**config.mk**
```make
export PLATFORM = sky130hd
export DESIGN_NAME = crba_regbank
export DESIGN_NICKNAME = d
export VERILOG_FILES = /design/src/crba_pkg.sv /design/src/crba_mem_if.sv /design/src/crba_gpmem.sv /design/src/crba_regbank.sv
export VERILOG_INCLUDE_DIRS = /design/src /design/src/src
export SDC_FILE = /design/constraint.sdc
export NUM_CORES = 2
export LEC_CHECK = 0
export BUFFER_PORTS_ARGS = -buffer_cell sky130_fd_sc_hd__buf_2
export CORE_MARGIN = 4
export CORE_UTILIZATION = 56
export CTS_BUF_LIST = sky130_fd_sc_hd__clkbuf_16
export DETAILED_ROUTE_END_ITERATION = 8
export PLACE_DENSITY = 0.73
export SYNTH_ARGS = -nofsm -noshare
export SYNTH_HDL_FRONTEND = slang
export SYNTH_HIERARCHICAL = 1
export SYNTH_SLANG_ARGS = --single-unit
```
**constraint.sdc**
```tcl
create_clock -name hclk -period 4.3 [get_ports hclk]
set_input_delay 1.29 -clock hclk [delete_from_list [all_inputs] [get_ports hclk]]
set_output_delay 1.29 -clock hclk [all_outputs]
set_load 0.1 [all_outputs]
```
**src/crba_consts.svh**
```systemverilog
`ifndef CRBA_CONSTS_SVH
`define CRBA_CONSTS_SVH
// Summary of operation
// - one 64 KB space for all areas
// - 16-bit program counter locates fetched instruction
// - 16-bit accumulator; byte ops use low byte
// - 16-bit temporary accumulator, second operand, low byte
// - 16-bit index, extra pointer, stack pointer
// - 16-bit status holds bank pointers and flags
// - upper byte pointers, lower byte condition codes
// - direct bank pointer remaps 0080h-00FFh windows
// - direct 0000h-007Fh never remapped
// - direct bank pointer zero leaves window unmapped
// - half carry from bit 3 to bit 4
// - interrupt enable flag, cleared at reset
// - accept only strictly higher priority level
// - 32 banks of eight 8-bit registers in memory
// - bank pointer selects active bank by fixed conversion
// - opcode low three bits pick register

// address widths
`define CRBA_ADDR_W        16
`define CRBA_DIR_WIN_BITS  7

// bus offsets, byte addresses
`define CRBA_OFF_PC        12'h000
`define CRBA_OFF_ACC       12'h004
`define CRBA_OFF_TMP       12'h008
`define CRBA_OFF_IDX       12'h00C
`define CRBA_OFF_EXT       12'h010
`define CRBA_OFF_STK       12'h014
`define CRBA_OFF_STAT      12'h018
`define CRBA_GP_WIN_SEL    2'h1

// program status field positions
`define CRBA_SR_RBP_MSB    15
`define CRBA_SR_RBP_LSB    11
`define CRBA_SR_DBP_MSB    10
`define CRBA_SR_DBP_LSB    8
`define CRBA_SR_H          7
`define CRBA_SR_I          6
`define CRBA_SR_LVL_HI     5
`define CRBA_SR_LVL_LO     4
`define CRBA_SR_N          3
`define CRBA_SR_Z          2
`define CRBA_SR_V          1
`define CRBA_SR_C          0

// reset values and memory bases
`define CRBA_SR_RESET      16'h0030
`define CRBA_REG_RESET     16'h0000
`define CRBA_DIR_MAP_BASE  16'h0100
`define CRBA_GP_BASE       16'h0100
`endif

```
**src/crba_pkg.sv**
```systemverilog
package crba_pkg;
    typedef enum logic [2:0] {
        ST_IDLE = 3'h1,
        ST_MEM  = 3'h2,
        ST_RESP = 3'h4
    } crba_bus_state_t;

    typedef enum logic [2:0] {
        ALU_ADD  = 3'h0,
        ALU_ADDC = 3'h1,
        ALU_SUB  = 3'h2,
        ALU_SUBC = 3'h3,
        ALU_MOVE = 3'h4
    } crba_alu_op_t;

    typedef enum logic [2:0] {
        LD_PC  = 3'h0,
        LD_ACC = 3'h1,
        LD_TMP = 3'h2,
        LD_IDX = 3'h3,
        LD_EXT = 3'h4,
        LD_STK = 3'h5,
        LD_STAT = 3'h6
    } crba_load_sel_t;
endpackage

```
**src/crba_mem_if.sv**
```systemverilog
`timescale 1ns/1ps
interface crba_mem_if #(
    parameter int AW = 8,
    parameter int DW = 8
);
    logic          en;
    logic          we;
    logic [AW-1:0] addr;
    logic [DW-1:0] wdata;
    logic [DW-1:0] rdata;
    modport ctrl (output en, output we, output addr, output wdata, input rdata);
    modport mem  (input en, input we, input addr, input wdata, output rdata);
endinterface

```
**src/crba_gpmem.sv**
```systemverilog
`timescale 1ns/1ps
module crba_gpmem #(
    parameter int AW = 8,
    parameter int DW = 8
) (
    input wire logic hclk,
    input wire logic hresetn,
    input wire logic ce,
    crba_mem_if.mem  port
);
    logic [DW-1:0] mem_array [0:(1<<AW)-1];
    logic [DW-1:0] rdata_reg;

    // storage array, no reset: contents are undefined until written
    always_ff @(posedge hclk) begin
        if (ce && port.en && port.we) begin
            mem_array[port.addr] <= port.wdata;
        end
    end

    // registered read, write-first so a write returns its own data
    always_ff @(posedge hclk or negedge hresetn) begin
        if (!hresetn) begin
            rdata_reg <= '0;
        end else if (ce && port.en) begin
            rdata_reg <= port.we ? port.wdata : mem_array[port.addr];
        end
    end

    assign port.rdata = rdata_reg;
endmodule // crba_gpmem

```
**src/crba_regbank.sv**
```systemverilog
`timescale 1ns/1ps
`include "crba_consts.svh"
module crba_regbank #(
    parameter int GP_BANKS = 32,
    parameter int GP_REGS  = 8
) (
    input  wire logic        hclk,
    input  wire logic        hresetn,
    input  wire logic        ce,
    input  wire logic        hsel,
    input  wire logic [31:0] haddr,
    input  wire logic [1:0]  htrans,
    input  wire logic        hwrite,
    input  wire logic [2:0]  hsize,
    input  wire logic [31:0] hwdata,
    input  wire logic        hready,
    output logic             hreadyout,
    output logic             hresp,
    output logic [31:0]      hrdata,
    input  wire logic        pc_inc,
    input  wire logic        load_valid,
    input  wire logic [2:0]  load_sel,
    input  wire logic [15:0] load_data,
    input  wire logic        alu_valid,
    input  wire logic [2:0]  alu_op,
    input  wire logic        alu_wide,
    input  wire logic        dir_valid,
    input  wire logic [7:0]  dir_addr,
    output logic [15:0]      dir_mapped,
    output logic             dir_done,
    input  wire logic        gp_valid,
    input  wire logic        gp_write,
    input  wire logic [7:0]  gp_opcode,
    input  wire logic [7:0]  gp_wdata,
    output logic [15:0]      gp_addr,
    output logic [7:0]       gp_rdata,
    output logic             gp_ack,
    input  wire logic        irq_valid,
    input  wire logic [1:0]  irq_level,
    output logic             irq_accept,
    output logic [15:0]      program_counter,
    output logic [15:0]      accumulator,
    output logic [15:0]      temp_accumulator,
    output logic [15:0]      index_register,
    output logic [15:0]      extra_pointer,
    output logic [15:0]      stack_pointer,
    output logic [15:0]      program_status
);
    localparam int GP_AW = $clog2(GP_BANKS * GP_REGS);

    logic [15:0]               pc_reg, acc_reg, tmp_reg, idx_reg, ext_reg, stk_reg, status_reg;
    logic [15:0]               dir_mapped_reg, gp_addr_reg;
    logic                      dir_done_reg, gp_ack_reg, gp_pend_reg, irq_accept_reg;
    logic [7:0]                gp_rdata_reg;
    crba_pkg::crba_bus_state_t state_reg;
    logic                      hreadyout_reg, dph_wr_reg, ahb_gp_we_reg;
    logic [11:0]               dph_addr_reg;
    logic [31:0]               hrdata_reg;
    logic [GP_AW-1:0]          ahb_gp_idx_reg;
    logic                      accept, addr_low, in_gp_win, sw_wr;
    logic [31:0]               rd_mux;
    logic [4:0]                bank_ptr;
    logic [2:0]                dir_ptr, dir_ptr_m1;
    logic [1:0]                int_level;
    logic [15:0]               opa, opb, alu_res, acc_alu_next;
    logic [16:0]               sum17;
    logic                      cin, f_c, f_h, f_n, f_z, f_v, a_msb, b_msb, r_msb, is_sub;

    crba_mem_if #(.AW(GP_AW), .DW(8)) gp_bus ();

    crba_gpmem #(.AW(GP_AW), .DW(8)) u_gpmem (
        .hclk    (hclk),
        .hresetn (hresetn),
        .ce      (ce),
        .port    (gp_bus.mem)
    );

    // status fields: bank pointers above, condition codes below
    assign bank_ptr   = status_reg[`CRBA_SR_RBP_MSB:`CRBA_SR_RBP_LSB];
    assign dir_ptr    = status_reg[`CRBA_SR_DBP_MSB:`CRBA_SR_DBP_LSB];
    assign dir_ptr_m1 = dir_ptr - 3'h1;
    assign int_level  = {status_reg[`CRBA_SR_LVL_HI], status_reg[`CRBA_SR_LVL_LO]};

    // bus request decode; upper address bits must be zero to hit
    assign accept    = hsel && htrans[1] && hready;
    assign addr_low  = (haddr[31:12] == 20'h00000);
    assign in_gp_win = addr_low && (haddr[11:10] == `CRBA_GP_WIN_SEL);
    assign sw_wr     = ce && dph_wr_reg;

    // register read mux, sampled in the address phase
    always_comb begin
        rd_mux = 32'h00000000;
        if (addr_low) begin
            case (haddr[11:0])
                `CRBA_OFF_PC:  rd_mux = {16'h0000, pc_reg};
                `CRBA_OFF_ACC: rd_mux = {16'h0000, acc_reg};
                `CRBA_OFF_TMP: rd_mux = {16'h0000, tmp_reg};
                `CRBA_OFF_IDX: rd_mux = {16'h0000, idx_reg};
                `CRBA_OFF_EXT: rd_mux = {16'h0000, ext_reg};
                `CRBA_OFF_STK: rd_mux = {16'h0000, stk_reg};
                `CRBA_OFF_STAT: rd_mux = {16'h0000, status_reg};
                default:       rd_mux = 32'h00000000;
            endcase
        end
    end

    // bus slave sequencer; register hits finish with no wait state,
    // gp window hits wait for the memory, which the core may hold off
    always_ff @(posedge hclk or negedge hresetn) begin
        if (!hresetn) begin
            state_reg      <= crba_pkg::ST_IDLE;
            hreadyout_reg  <= 1'b1;
            hrdata_reg     <= 32'h00000000;
            dph_wr_reg     <= 1'b0;
            dph_addr_reg   <= 12'h000;
            ahb_gp_we_reg  <= 1'b0;
            ahb_gp_idx_reg <= '0;
        end else if (ce) begin
            case (state_reg)
                crba_pkg::ST_IDLE: begin
                    dph_wr_reg <= 1'b0;
                    if (accept && in_gp_win) begin
                        state_reg      <= crba_pkg::ST_MEM;
                        hreadyout_reg  <= 1'b0;
                        ahb_gp_we_reg  <= hwrite;
                        ahb_gp_idx_reg <= haddr[GP_AW+1:2];
                    end else if (accept) begin
                        hrdata_reg  <= hwrite ? 32'h00000000 : rd_mux;
                        dph_wr_reg   <= hwrite && addr_low;
                        dph_addr_reg <= haddr[11:0];
                    end
                end
                crba_pkg::ST_MEM: begin
                    if (!gp_valid) begin
                        state_reg <= crba_pkg::ST_RESP; // core port has priority
                    end
                end
                crba_pkg::ST_RESP: begin
                    hrdata_reg    <= ahb_gp_we_reg ? 32'h00000000 : {24'h000000, gp_bus.rdata};
                    hreadyout_reg <= 1'b1;
                    state_reg     <= crba_pkg::ST_IDLE;
                end
                default: begin
                    state_reg     <= crba_pkg::ST_IDLE;
                    hreadyout_reg <= 1'b1;
                end
            endcase
        end
    end

    // memory port: core request wins, bus access retries next cycle
    always_comb begin
        gp_bus.en    = gp_valid || (state_reg == crba_pkg::ST_MEM);
        gp_bus.we    = gp_valid ? gp_write : ahb_gp_we_reg;
        gp_bus.addr  = gp_valid ? {bank_ptr, gp_opcode[2:0]} : ahb_gp_idx_reg;
        gp_bus.wdata = gp_valid ? gp_wdata : hwdata[7:0];
    end

    // alu: operands narrowed to their low byte for byte operations
    always_comb begin
        is_sub = (alu_op == crba_pkg::ALU_SUB) || (alu_op == crba_pkg::ALU_SUBC);
        cin    = status_reg[`CRBA_SR_C] &&
                 ((alu_op == crba_pkg::ALU_ADDC) || (alu_op == crba_pkg::ALU_SUBC));
        opa    = alu_wide ? acc_reg : {8'h00, acc_reg[7:0]};
        opb    = alu_wide ? tmp_reg : {8'h00, tmp_reg[7:0]};
        if (is_sub) begin
            sum17 = {1'b0, opa} - {1'b0, opb} - {16'h0000, cin};
        end else begin
            sum17 = {1'b0, opa} + {1'b0, opb} + {16'h0000, cin};
        end
        alu_res = (alu_op == crba_pkg::ALU_MOVE) ? opb : sum17[15:0];
        a_msb   = alu_wide ? opa[15] : opa[7];
        b_msb   = alu_wide ? opb[15] : opb[7];
        r_msb   = alu_wide ? alu_res[15] : alu_res[7];
        f_c     = alu_wide ? sum17[16] : sum17[8];
        f_h     = opa[4] ^ opb[4] ^ alu_res[4];
        f_n     = r_msb;
        f_z     = alu_wide ? (alu_res == 16'h0000) : (alu_res[7:0] == 8'h00);
        f_v     = is_sub ? ((a_msb != b_msb) && (r_msb != a_msb))
                         : ((a_msb == b_msb) && (r_msb != a_msb));
        acc_alu_next = alu_wide ? alu_res : {acc_reg[15:8], alu_res[7:0]};
    end

    // program counter: bus write, then core load, then increment
    always_ff @(posedge hclk or negedge hresetn) begin
        if (!hresetn) begin
            pc_reg <= `CRBA_REG_RESET;
        end else if (ce) begin
            if (sw_wr && dph_addr_reg == `CRBA_OFF_PC) begin
                pc_reg <= hwdata[15:0];
            end else if (load_valid && load_sel == crba_pkg::LD_PC) begin
                pc_reg <= load_data;
            end else if (pc_inc) begin
                pc_reg <= pc_reg + 16'h0001;
            end
        end
    end

    // accumulator pair; the alu result lands in the accumulator
    always_ff @(posedge hclk or negedge hresetn) begin
        if (!hresetn) begin
            acc_reg <= `CRBA_REG_RESET;
            tmp_reg <= `CRBA_REG_RESET;
        end else if (ce) begin
            if (sw_wr && dph_addr_reg == `CRBA_OFF_ACC) begin
                acc_reg <= hwdata[15:0];
            end else if (load_valid && load_sel == crba_pkg::LD_ACC) begin
                acc_reg <= load_data;
            end else if (alu_valid) begin
                acc_reg <= acc_alu_next;
            end
            if (sw_wr && dph_addr_reg == `CRBA_OFF_TMP) begin
                tmp_reg <= hwdata[15:0];
            end else if (load_valid && load_sel == crba_pkg::LD_TMP) begin
                tmp_reg <= load_data;
            end
        end
    end

    // pointer registers, loaded only
    always_ff @(posedge hclk or negedge hresetn) begin
        if (!hresetn) begin
            idx_reg <= `CRBA_REG_RESET;
            ext_reg <= `CRBA_REG_RESET;
            stk_reg <= `CRBA_REG_RESET;
        end else if (ce) begin
            if (sw_wr && dph_addr_reg == `CRBA_OFF_IDX) begin
                idx_reg <= hwdata[15:0];
            end else if (load_valid && load_sel == crba_pkg::LD_IDX) begin
                idx_reg <= load_data;
            end
            if (sw_wr && dph_addr_reg == `CRBA_OFF_EXT) begin
                ext_reg <= hwdata[15:0];
            end else if (load_valid && load_sel == crba_pkg::LD_EXT) begin
                ext_reg <= load_data;
            end
            if (sw_wr && dph_addr_reg == `CRBA_OFF_STK) begin
                stk_reg <= hwdata[15:0];
            end else if (load_valid && load_sel == crba_pkg::LD_STK) begin
                stk_reg <= load_data;
            end
        end
    end

    // program status; a move updates only negative and zero
    always_ff @(posedge hclk or negedge hresetn) begin
        if (!hresetn) begin
            status_reg <= `CRBA_SR_RESET;
        end else if (ce) begin
            if (sw_wr && dph_addr_reg == `CRBA_OFF_STAT) begin
                status_reg <= hwdata[15:0];
            end else if (load_valid && load_sel == crba_pkg::LD_STAT) begin
                status_reg <= load_data;
            end else if (alu_valid) begin
                status_reg[`CRBA_SR_N] <= f_n;
                status_reg[`CRBA_SR_Z] <= f_z;
                if (alu_op != crba_pkg::ALU_MOVE) begin
                    status_reg[`CRBA_SR_H] <= f_h;
                    status_reg[`CRBA_SR_V] <= f_v;
                    status_reg[`CRBA_SR_C] <= f_c;
                end
            end
        end
    end

    // direct window remap: only the upper half moves, pointer zero is identity
    always_ff @(posedge hclk or negedge hresetn) begin
        if (!hresetn) begin
            dir_mapped_reg <= `CRBA_REG_RESET;
            dir_done_reg   <= 1'b0;
        end else if (ce) begin
            dir_done_reg <= dir_valid;
            if (dir_valid) begin
                if (dir_addr[7] && dir_ptr != 3'h0) begin
                    dir_mapped_reg <= `CRBA_DIR_MAP_BASE
                                    + ({13'h0000, dir_ptr_m1} << `CRBA_DIR_WIN_BITS)
                                    + {9'h000, dir_addr[6:0]};
                end else begin
                    dir_mapped_reg <= {8'h00, dir_addr};
                end
            end
        end
    end

    // gp access: address out one edge after the request, data two edges after
    always_ff @(posedge hclk or negedge hresetn) begin
        if (!hresetn) begin
            gp_addr_reg  <= `CRBA_REG_RESET;
            gp_pend_reg  <= 1'b0;
            gp_ack_reg   <= 1'b0;
            gp_rdata_reg <= 8'h00;
        end else if (ce) begin
            gp_pend_reg <= gp_valid;
            gp_ack_reg  <= gp_pend_reg;
            if (gp_valid) begin
                gp_addr_reg <= `CRBA_GP_BASE + {8'h00, bank_ptr, gp_opcode[2:0]};
            end
            if (gp_pend_reg) begin
                gp_rdata_reg <= gp_bus.rdata;
            end
        end
    end

    // interrupt gate: enabled and a numerically lower level only
    always_ff @(posedge hclk or negedge hresetn) begin
        if (!hresetn) begin
            irq_accept_reg <= 1'b0;
        end else if (ce) begin
            irq_accept_reg <= irq_valid && status_reg[`CRBA_SR_I]
                              && (irq_level < int_level);
        end
    end

    assign hreadyout        = hreadyout_reg;
    assign hresp            = 1'b0;
    assign hrdata           = hrdata_reg;
    assign dir_mapped       = dir_mapped_reg;
    assign dir_done         = dir_done_reg;
    assign gp_addr          = gp_addr_reg;
    assign gp_rdata         = gp_rdata_reg;
    assign gp_ack           = gp_ack_reg;
    assign irq_accept       = irq_accept_reg;
    assign program_counter  = pc_reg;
    assign accumulator      = acc_reg;
    assign temp_accumulator = tmp_reg;
    assign index_register   = idx_reg;
    assign extra_pointer    = ext_reg;
    assign stack_pointer    = stk_reg;
    assign program_status   = status_reg;
endmodule // crba_regbank

```
# ---- After elaboration in Yosys (flattened, before gate mapping)
# Memories as Yosys holds them, arrays and structs flattened. A register that Yosys moved wholly into a read port is not among the register bits.
# Index checks and enable logic that the tools add are counted.
dict set report classes {
  addsub 9
  n_reduce_logical 69
  n_bitwise 4
  n_mux 54
  n_eq_ne 34
  magnitude_cmp 1
}
# op count
set ops {}
lappend ops {{$mux W16} 19}
lappend ops {{$mux W32} 4}
lappend ops {{$pmux W16 S7} 1}
lappend ops {{$eq A12 B5 Y1 const B} 6}
lappend ops {{$pmux W32 S2} 1}
lappend ops {{$eq A12 B4 Y1 const B} 4}
lappend ops {{$mux W8} 4}
lappend ops {{$logic_and A1 B1 Y1} 28}
lappend ops {{$eq A12 B3 Y1 const B} 2}
lappend ops {{$logic_not A12 Y1} 2}
lappend ops {{$reduce_and A2 Y1} 12}
lappend ops {{$logic_not A20 Y1} 1}
lappend ops {{$reduce_bool A3 Y1} 6}
lappend ops {{$add A16 B16 Y17} 1}
lappend ops {{$add A17 B1 Y17} 1}
lappend ops {{$mux W17} 1}
lappend ops {{$sub A16 B16 Y17} 1}
lappend ops {{$sub A17 B1 Y17} 1}
lappend ops {{$add A16 B1 Y16 const B} 1}
lappend ops {{$logic_not A16 Y1} 1}
lappend ops {{$eq A3 B2 Y1 const B} 5}
lappend ops {{$eq A3 B3 Y1 const B} 5}
lappend ops {{$mux W1} 15}
lappend ops {{$reduce_and A3 Y1} 5}
lappend ops {{other kinds (25)} 44}
dict set report word_totals {
  in_bits 131
  ramBits 2048
  register_bits 214
  n_memories 1
}
# memory depth word_bits rd rd_clocked_by_memory_dff wr line_no
set mem_list {}
lappend mem_list {u_gpmem.mem_array 256 8 1 1 1 crba_gpmem.sv:11} ;# logic [DW-1:0] mem_array [0:(1<<AW)-1];

# ---- Depth between registers and ports, before layout
dict set report depth {
  ltp_word 14
  mapped_depth 17
  mapped_depth_nobuf 15
}

# ---- By module
# The synthesis kept the hierarchy.
# mod area_each_um2 instances cells_each seq_area_each_um2
set modules_own_cells {}
lappend modules_own_cells {crba_gpmem 80159.4 1 3780 61699.2}
lappend modules_own_cells {crba_regbank 12660.9 1 1435 4659.5}

# ---- Worst setup path before layout
# No wires, ideal clock.
dict set report synth_path {
  kind {input -> register}
  startpoint {input port gp_valid}
  endpoint {memory u_gpmem.mem_array[0][0], data pin}
  path_stages 2
  setup_slack_ns -9.391
  n_path_buf 1
  arrival_time_ns 11.491
  setup_time_ns 2.200
  cell_sequence {buf_1 -> o21ai_0}
}
dict set report synth_between {
  elab_chain_len 1
}
# item line_no
set synth_rtl {}
lappend synth_rtl {{from (decl)} crba_regbank.sv:31} ;# input wire logic gp_valid,
lappend synth_rtl {{$mux W8} crba_regbank.sv:156} ;# gp_bus.wdata = gp_valid ? gp_wdata : hwdata[7:0];
lappend synth_rtl {{named net gp_bus.wdata[0]} crba_mem_if.sv:9} ;# logic [DW-1:0] wdata;
lappend synth_rtl {{to (decl)} crba_gpmem.sv:11}
# The timed path passes the listed nets, and every way through them passes these cells.

# ---- Final worst setup path
dict set report layout_path {
  startpoint {input port gp_valid}
  endpoint {register u_gpmem.rdata_reg[1] (netlist: u_gpmem/port.rdata[1]) (read register of u_gpmem.mem_array)}
}
dict set report layout_between {
  word_cells_on_any_way 3
}
# item line_no
set layout_lines {}
lappend layout_lines {{$mux W8} crba_regbank.sv:155} ;# gp_bus.addr = gp_valid ? {bank_ptr, gp_opcode[2:0]} : ahb_gp_idx_reg;
lappend layout_lines {{named net gp_bus.addr[5]} crba_mem_if.sv:8} ;# logic [AW-1:0] addr;
lappend layout_lines {{to (decl)} crba_gpmem.sv:12} ;# logic [DW-1:0] rdata_reg;
# The timed path passes the listed nets, and every way through them passes these cells.
# A chain may end at the register's enable or synchronous reset.

==> results.md <==
- The run finished with clean final reports.
- The worst slew margin relative to its limit is 17.8%.
- The number of max-capacitance violations reported is 0.
- The number of flip-flops under the largest register name is 2048.
- The worst path required time is 5.08 ns.
- Counting flops with an async set or reset pin after synthesis yields a share of 8.65%.
- No sink is reached through more buffers than the 3 on the longest clock path.
- The net switching power is 0.0156 W.
- The clock root buffer master is sky130_fd_sc_hd__clkbuf_16.
- The initial antenna violation count came to 12.
- In this design, the stage delay of the slowest critical-path cell is 0.57 ns.
- The post-detailed-placement half-perimeter wirelength is 164 mm.
- At the pin with the least slew margin, the transition time is 1.23 ns.
- In this run, distinct cell masters in the synthesized netlist total 89.
- The final worst slack is 0.508 ns.
- The worst setup path is launched from an input pin.
- Per report_power, the clock group accounts for 35.0% of the total.
- Dividing the detail-routed wire length by the instance count gives 29.4 um.
- The later-pin clock latency in the skew report is 0.85 ns.
- The synthesized design contains 2048 enable-type register cells.
- The category of the most critical setup path is input pin to register.
- The area taken by multi-input logic gates is 24600 um^2.
- Relative to the synthesized area, the layout overhead comes to 17.0%.
- The critical path capture point type is a register.
- The count of yosys warnings during synthesis is 6.
- After detailed routing, the number of remaining DRC violations is 0.
- Clock tree synthesis inserted a total of 216 buffers.
- The total overflow reported by the global router is 0.
- In this run the power density over the cells is 492 nW/um^2.
- The layout has 10900 filler cells.
- Data arrives at the worst endpoint at 4.57 ns.
- After detailed routing, the number of vias per cell comes to 6.37.
- Setup violations remaining at the end of the flow were counted as 0.
- In this run the standard cell core region covers 165000 um^2.
- Leaving out fill and tap cells, the most frequent cells in the layout are 2048 x sky130_fd_sc_hd__edfxtp_1, 663 x sky130_fd_sc_hd__buf_4, 491 x sky130_fd_sc_hd__mux4_2.
- Registers take 66400 um^2.
- The clock-pin transition on the worst setup and hold timing paths is 0.06 ns.
- For this run, the leading register cell type out of synthesis is sky130_fd_sc_hd__edfxtp_1.
- After layout, the worst path uses 88.2% of the clock period.
- Pin placement for this block handled 320 I/O pins.
- The first global-routing pass estimated 368 mm of wire.
- Once detail routing completed, the nets flagged for antenna violations numbered 0.
- The internal portion of the total power is 0.0379 W.
- The part of the power in registers is 46.7%.
- Buffers added to address setup during post-CTS repair amount to 0.
- The number of global-route vias before repair is 53900.
- From left edge to right edge, the die measures 415 um.
- Setup repair after global routing left no endpoint under its margin.
- The sequential fraction of the synthesis area is 71.5%.
- The critical path runs through a total of 12 cells.
- Once placement finished, the instance area stood at 102000 um^2.
- Of the total power, the share spent switching nets is 29.2%.
- The signal on the critical path passes through buf_2 -> buf_4 -> buf_4 -> mux2_2 -> buf_4 -> nand3b_1 -> o22ai_1 -> a211oi_1 -> nand3_1 -> nand3_1 -> o221ai_1 -> a31oi_1.
- Routability-driven placement finished with a final weighted congestion of 0.971.
- The worst-case IR drop observed on VDD is 0.738 mV.
- The placement row count is 149.
- The post-route netlist has 31.1% of its cells at a drive strength greater than 1.
- For this run, the top clock speed supported by timing is 264 MHz.
- At the placement stage, the worst setup path has a slack of -0.200 ns.
- The number of nets in the final layout is 6292.
- For this design, the sink count on the clock tree is 2242.
- The post-route worst hold slack is 0.440 ns.
- For this design, the slowest cell found on the critical path is sky130_fd_sc_hd__a211oi_1.
- The pin count of the biggest net entering global routing is 172.
- Dividing the synthesized area by the synthesized cell count gives 17.8 um^2.
- The area enclosed by the die boundary is 172000 um^2.
- In this run, post-CTS repair resized a total of 0 instances.
- Overall power consumption after layout is estimated at 0.0535 W.
- The number of standard cells after synthesis is 5215.
- For this design, the CTS-stage hold fixing added 0 buffers.
- Summed over all cells, the static leakage comes to 37.4 nW.
- For this run, the total global-route usage over all layers was measured as 29.0%.
- The share of total power dissipated in combinational logic is 18.3%.
- The aggregate routed wire length is 250 mm.
- The initial DRC count is 7163.
- The critical path contains buffers and inverters numbering 4 combined.
- Once the floorplan was initialized, standard cells occupied 56.3% of the core.
- The cell family with the largest share of critical-path delay is compound AO/OA/AOI/OAI gates.
- The number of buffers added on ports is 265.
- In this run, synthesis produced a sequential element count of 2242.
- The final max-slew violation count came to 0.
- Across the routed clock network, the largest skew measured is 0.0308 ns.
- The summed area of non-filler cells in the final layout is 109000 um^2.
- TritonCTS built the clock tree.
- The count of endpoints failing hold in the final timing report is 0.
- The post-route minimum period is 3.79 ns.
- In this run the cell area of the synthesized design comes to 92800 um^2.
- The most common library cell in the layout ignoring fill and taps is sky130_fd_sc_hd__edfxtp_1.
- The vias after detailed routing is 54100.
- The worst hold path belongs to the class input pin to asynchronous set/reset pin.
- The number of levels the H-tree was split into is 4.
- The cell count of the worst reg-to-reg path is 16.
- The top register by number of flip-flops is u_gpmem/mem_array.
- In this run the vertical extent of the chip is 415 um.
- Before antenna repair, the detailed router went through 6 iterations.
- Along the worst path, the maximum fanout reaches 11.
- The most numerous cell type found on the critical path is sky130_fd_sc_hd__buf_4.
==> cell type report <==
class | instances | share of cell area (%)
Sequential cell | 2242 | 61.1
Clock buffer | 217 | 5.00
Antenna cell | 6 | 0.0138
Inverter | 74 | 0.257
Timing Repair Buffer | 991 | 6.97
Clock inverter | 185 | 1.49
Tap cell | 2189 | 2.52
Multi-Input combinational cell | 2582 | 22.6
==> path summary, 6_finish.rpt <==
check / start / slack, ns / endpoint
max in group asynchronous: hresetn / 2.92 / program_status[5]$_DFFE_PN1P_
hold / removal: hresetn / 0.44 / irq_accept$_DFFE_PN0P_
hold reg to reg: gp_addr[8]$_DFFE_PN0P_ / 0.47 / gp_addr[8]$_DFFE_PN0P_
min in group hclk: gp_addr[8]$_DFFE_PN0P_ / 0.47 / gp_addr[8]$_DFFE_PN0P_
setup / recovery: gp_valid / 0.51 / u_gpmem/port.rdata[1]$_DFFE_PN0P_
setup reg to reg: program_status[0]$_DFFE_PN0P_ / 0.65 / program_status[0]$_DFFE_PN0P_
==> logic make-up (layout without fill, tap and decap cells) <==
kind of cell / count (synthesis) / count (layout) / synth area share [%]
simple gates: 983 / 983 / 4.83
mux: 794 / 794 / 15.3
xor+xnor: 41 / 41 / 0.387
flops: 2242 / 2242 / 71.5
other cells: 1 / 35 / 0.00404
fa+ha+maj: 54 / 54 / 0.760
buf+inv: 419 / 1467 / 2.40
compound gates: 681 / 681 / 4.80
==> synth_stat cells (13+ instances only) <==
cell,count,area [um^2]
sky130_fd_sc_hd__nand2_1,315,1180
sky130_fd_sc_hd__o31ai_1,16,120
sky130_fd_sc_hd__inv_1,74,278
sky130_fd_sc_hd__nand4_1,13,81.3
sky130_fd_sc_hd__mux2_2,115,1290
sky130_fd_sc_hd__nor2_1,366,1370
sky130_fd_sc_hd__o21ai_0,156,781
sky130_fd_sc_hd__o221ai_1,23,201
sky130_fd_sc_hd__ha_1,50,626
sky130_fd_sc_hd__nor4_1,22,138
sky130_fd_sc_hd__and3_1,20,125
sky130_fd_sc_hd__buf_6,24,270
sky130_fd_sc_hd__buf_2,96,480
sky130_fd_sc_hd__nor2b_1,36,225
sky130_fd_sc_hd__a21oi_1,143,716
sky130_fd_sc_hd__nand2b_1,25,156
sky130_fd_sc_hd__xor2_1,18,158
sky130_fd_sc_hd__a31oi_1,32,200
sky130_fd_sc_hd__buf_4,73,548
sky130_fd_sc_hd__a22oi_1,48,360
sky130_fd_sc_hd__o22ai_1,56,350
sky130_fd_sc_hd__mux2i_1,188,1880
sky130_fd_sc_hd__a211oi_1,59,443
sky130_fd_sc_hd__and2_1,23,144
sky130_fd_sc_hd__xnor2_1,23,201
sky130_fd_sc_hd__a222oi_1,16,160
sky130_fd_sc_hd__dfrtp_1,190,4750
sky130_fd_sc_hd__nand3_1,63,315
sky130_fd_sc_hd__mux4_2,491,11100
sky130_fd_sc_hd__clkbuf_1,129,484
sky130_fd_sc_hd__o211ai_1,26,195
sky130_fd_sc_hd__nor3_1,37,185
sky130_fd_sc_hd__edfxtp_1,2048,61500
sky130_fd_sc_hd__a21o_1,15,113
sky130_fd_sc_hd__buf_1,17,63.8
==> per-stage QoR <==
stage                     cells  utilization (%)  setup TNS (ns)
after floorplan            5243                -          -19.98
after global placement     8078             61.6          -10.63
after detailed placement   8078             61.6          -17.09
after CTS                  8480             65.9               0
after global routing       8484             65.9               0
final                      8486             65.9               0
==> routing by layer <==
layer	vias to the layer above	global-route usage, %	routed length [um]
li1	22600	-	-
met5	-	0	61
met3	554	6.95	26800
met1	27700	39.9	93300
met4	10	11.2	10200
met2	3164	45.4	119000
==> power by group through the flow <==
stage	sequential, W	combinational [W]	clock [W]
2_1_floorplan	0.0278	0.00409	0
3_3_place_gp	0.0254	0.00954	0
3_5_place_dp	0.0254	0.00964	0
4_1_cts	0.0249	0.00968	0.0190
5_1_grt	0.0250	0.0103	0.0199
6_report	0.0250	0.00977	0.0187
No activity file was read; power rests on OpenSTA's default activity.
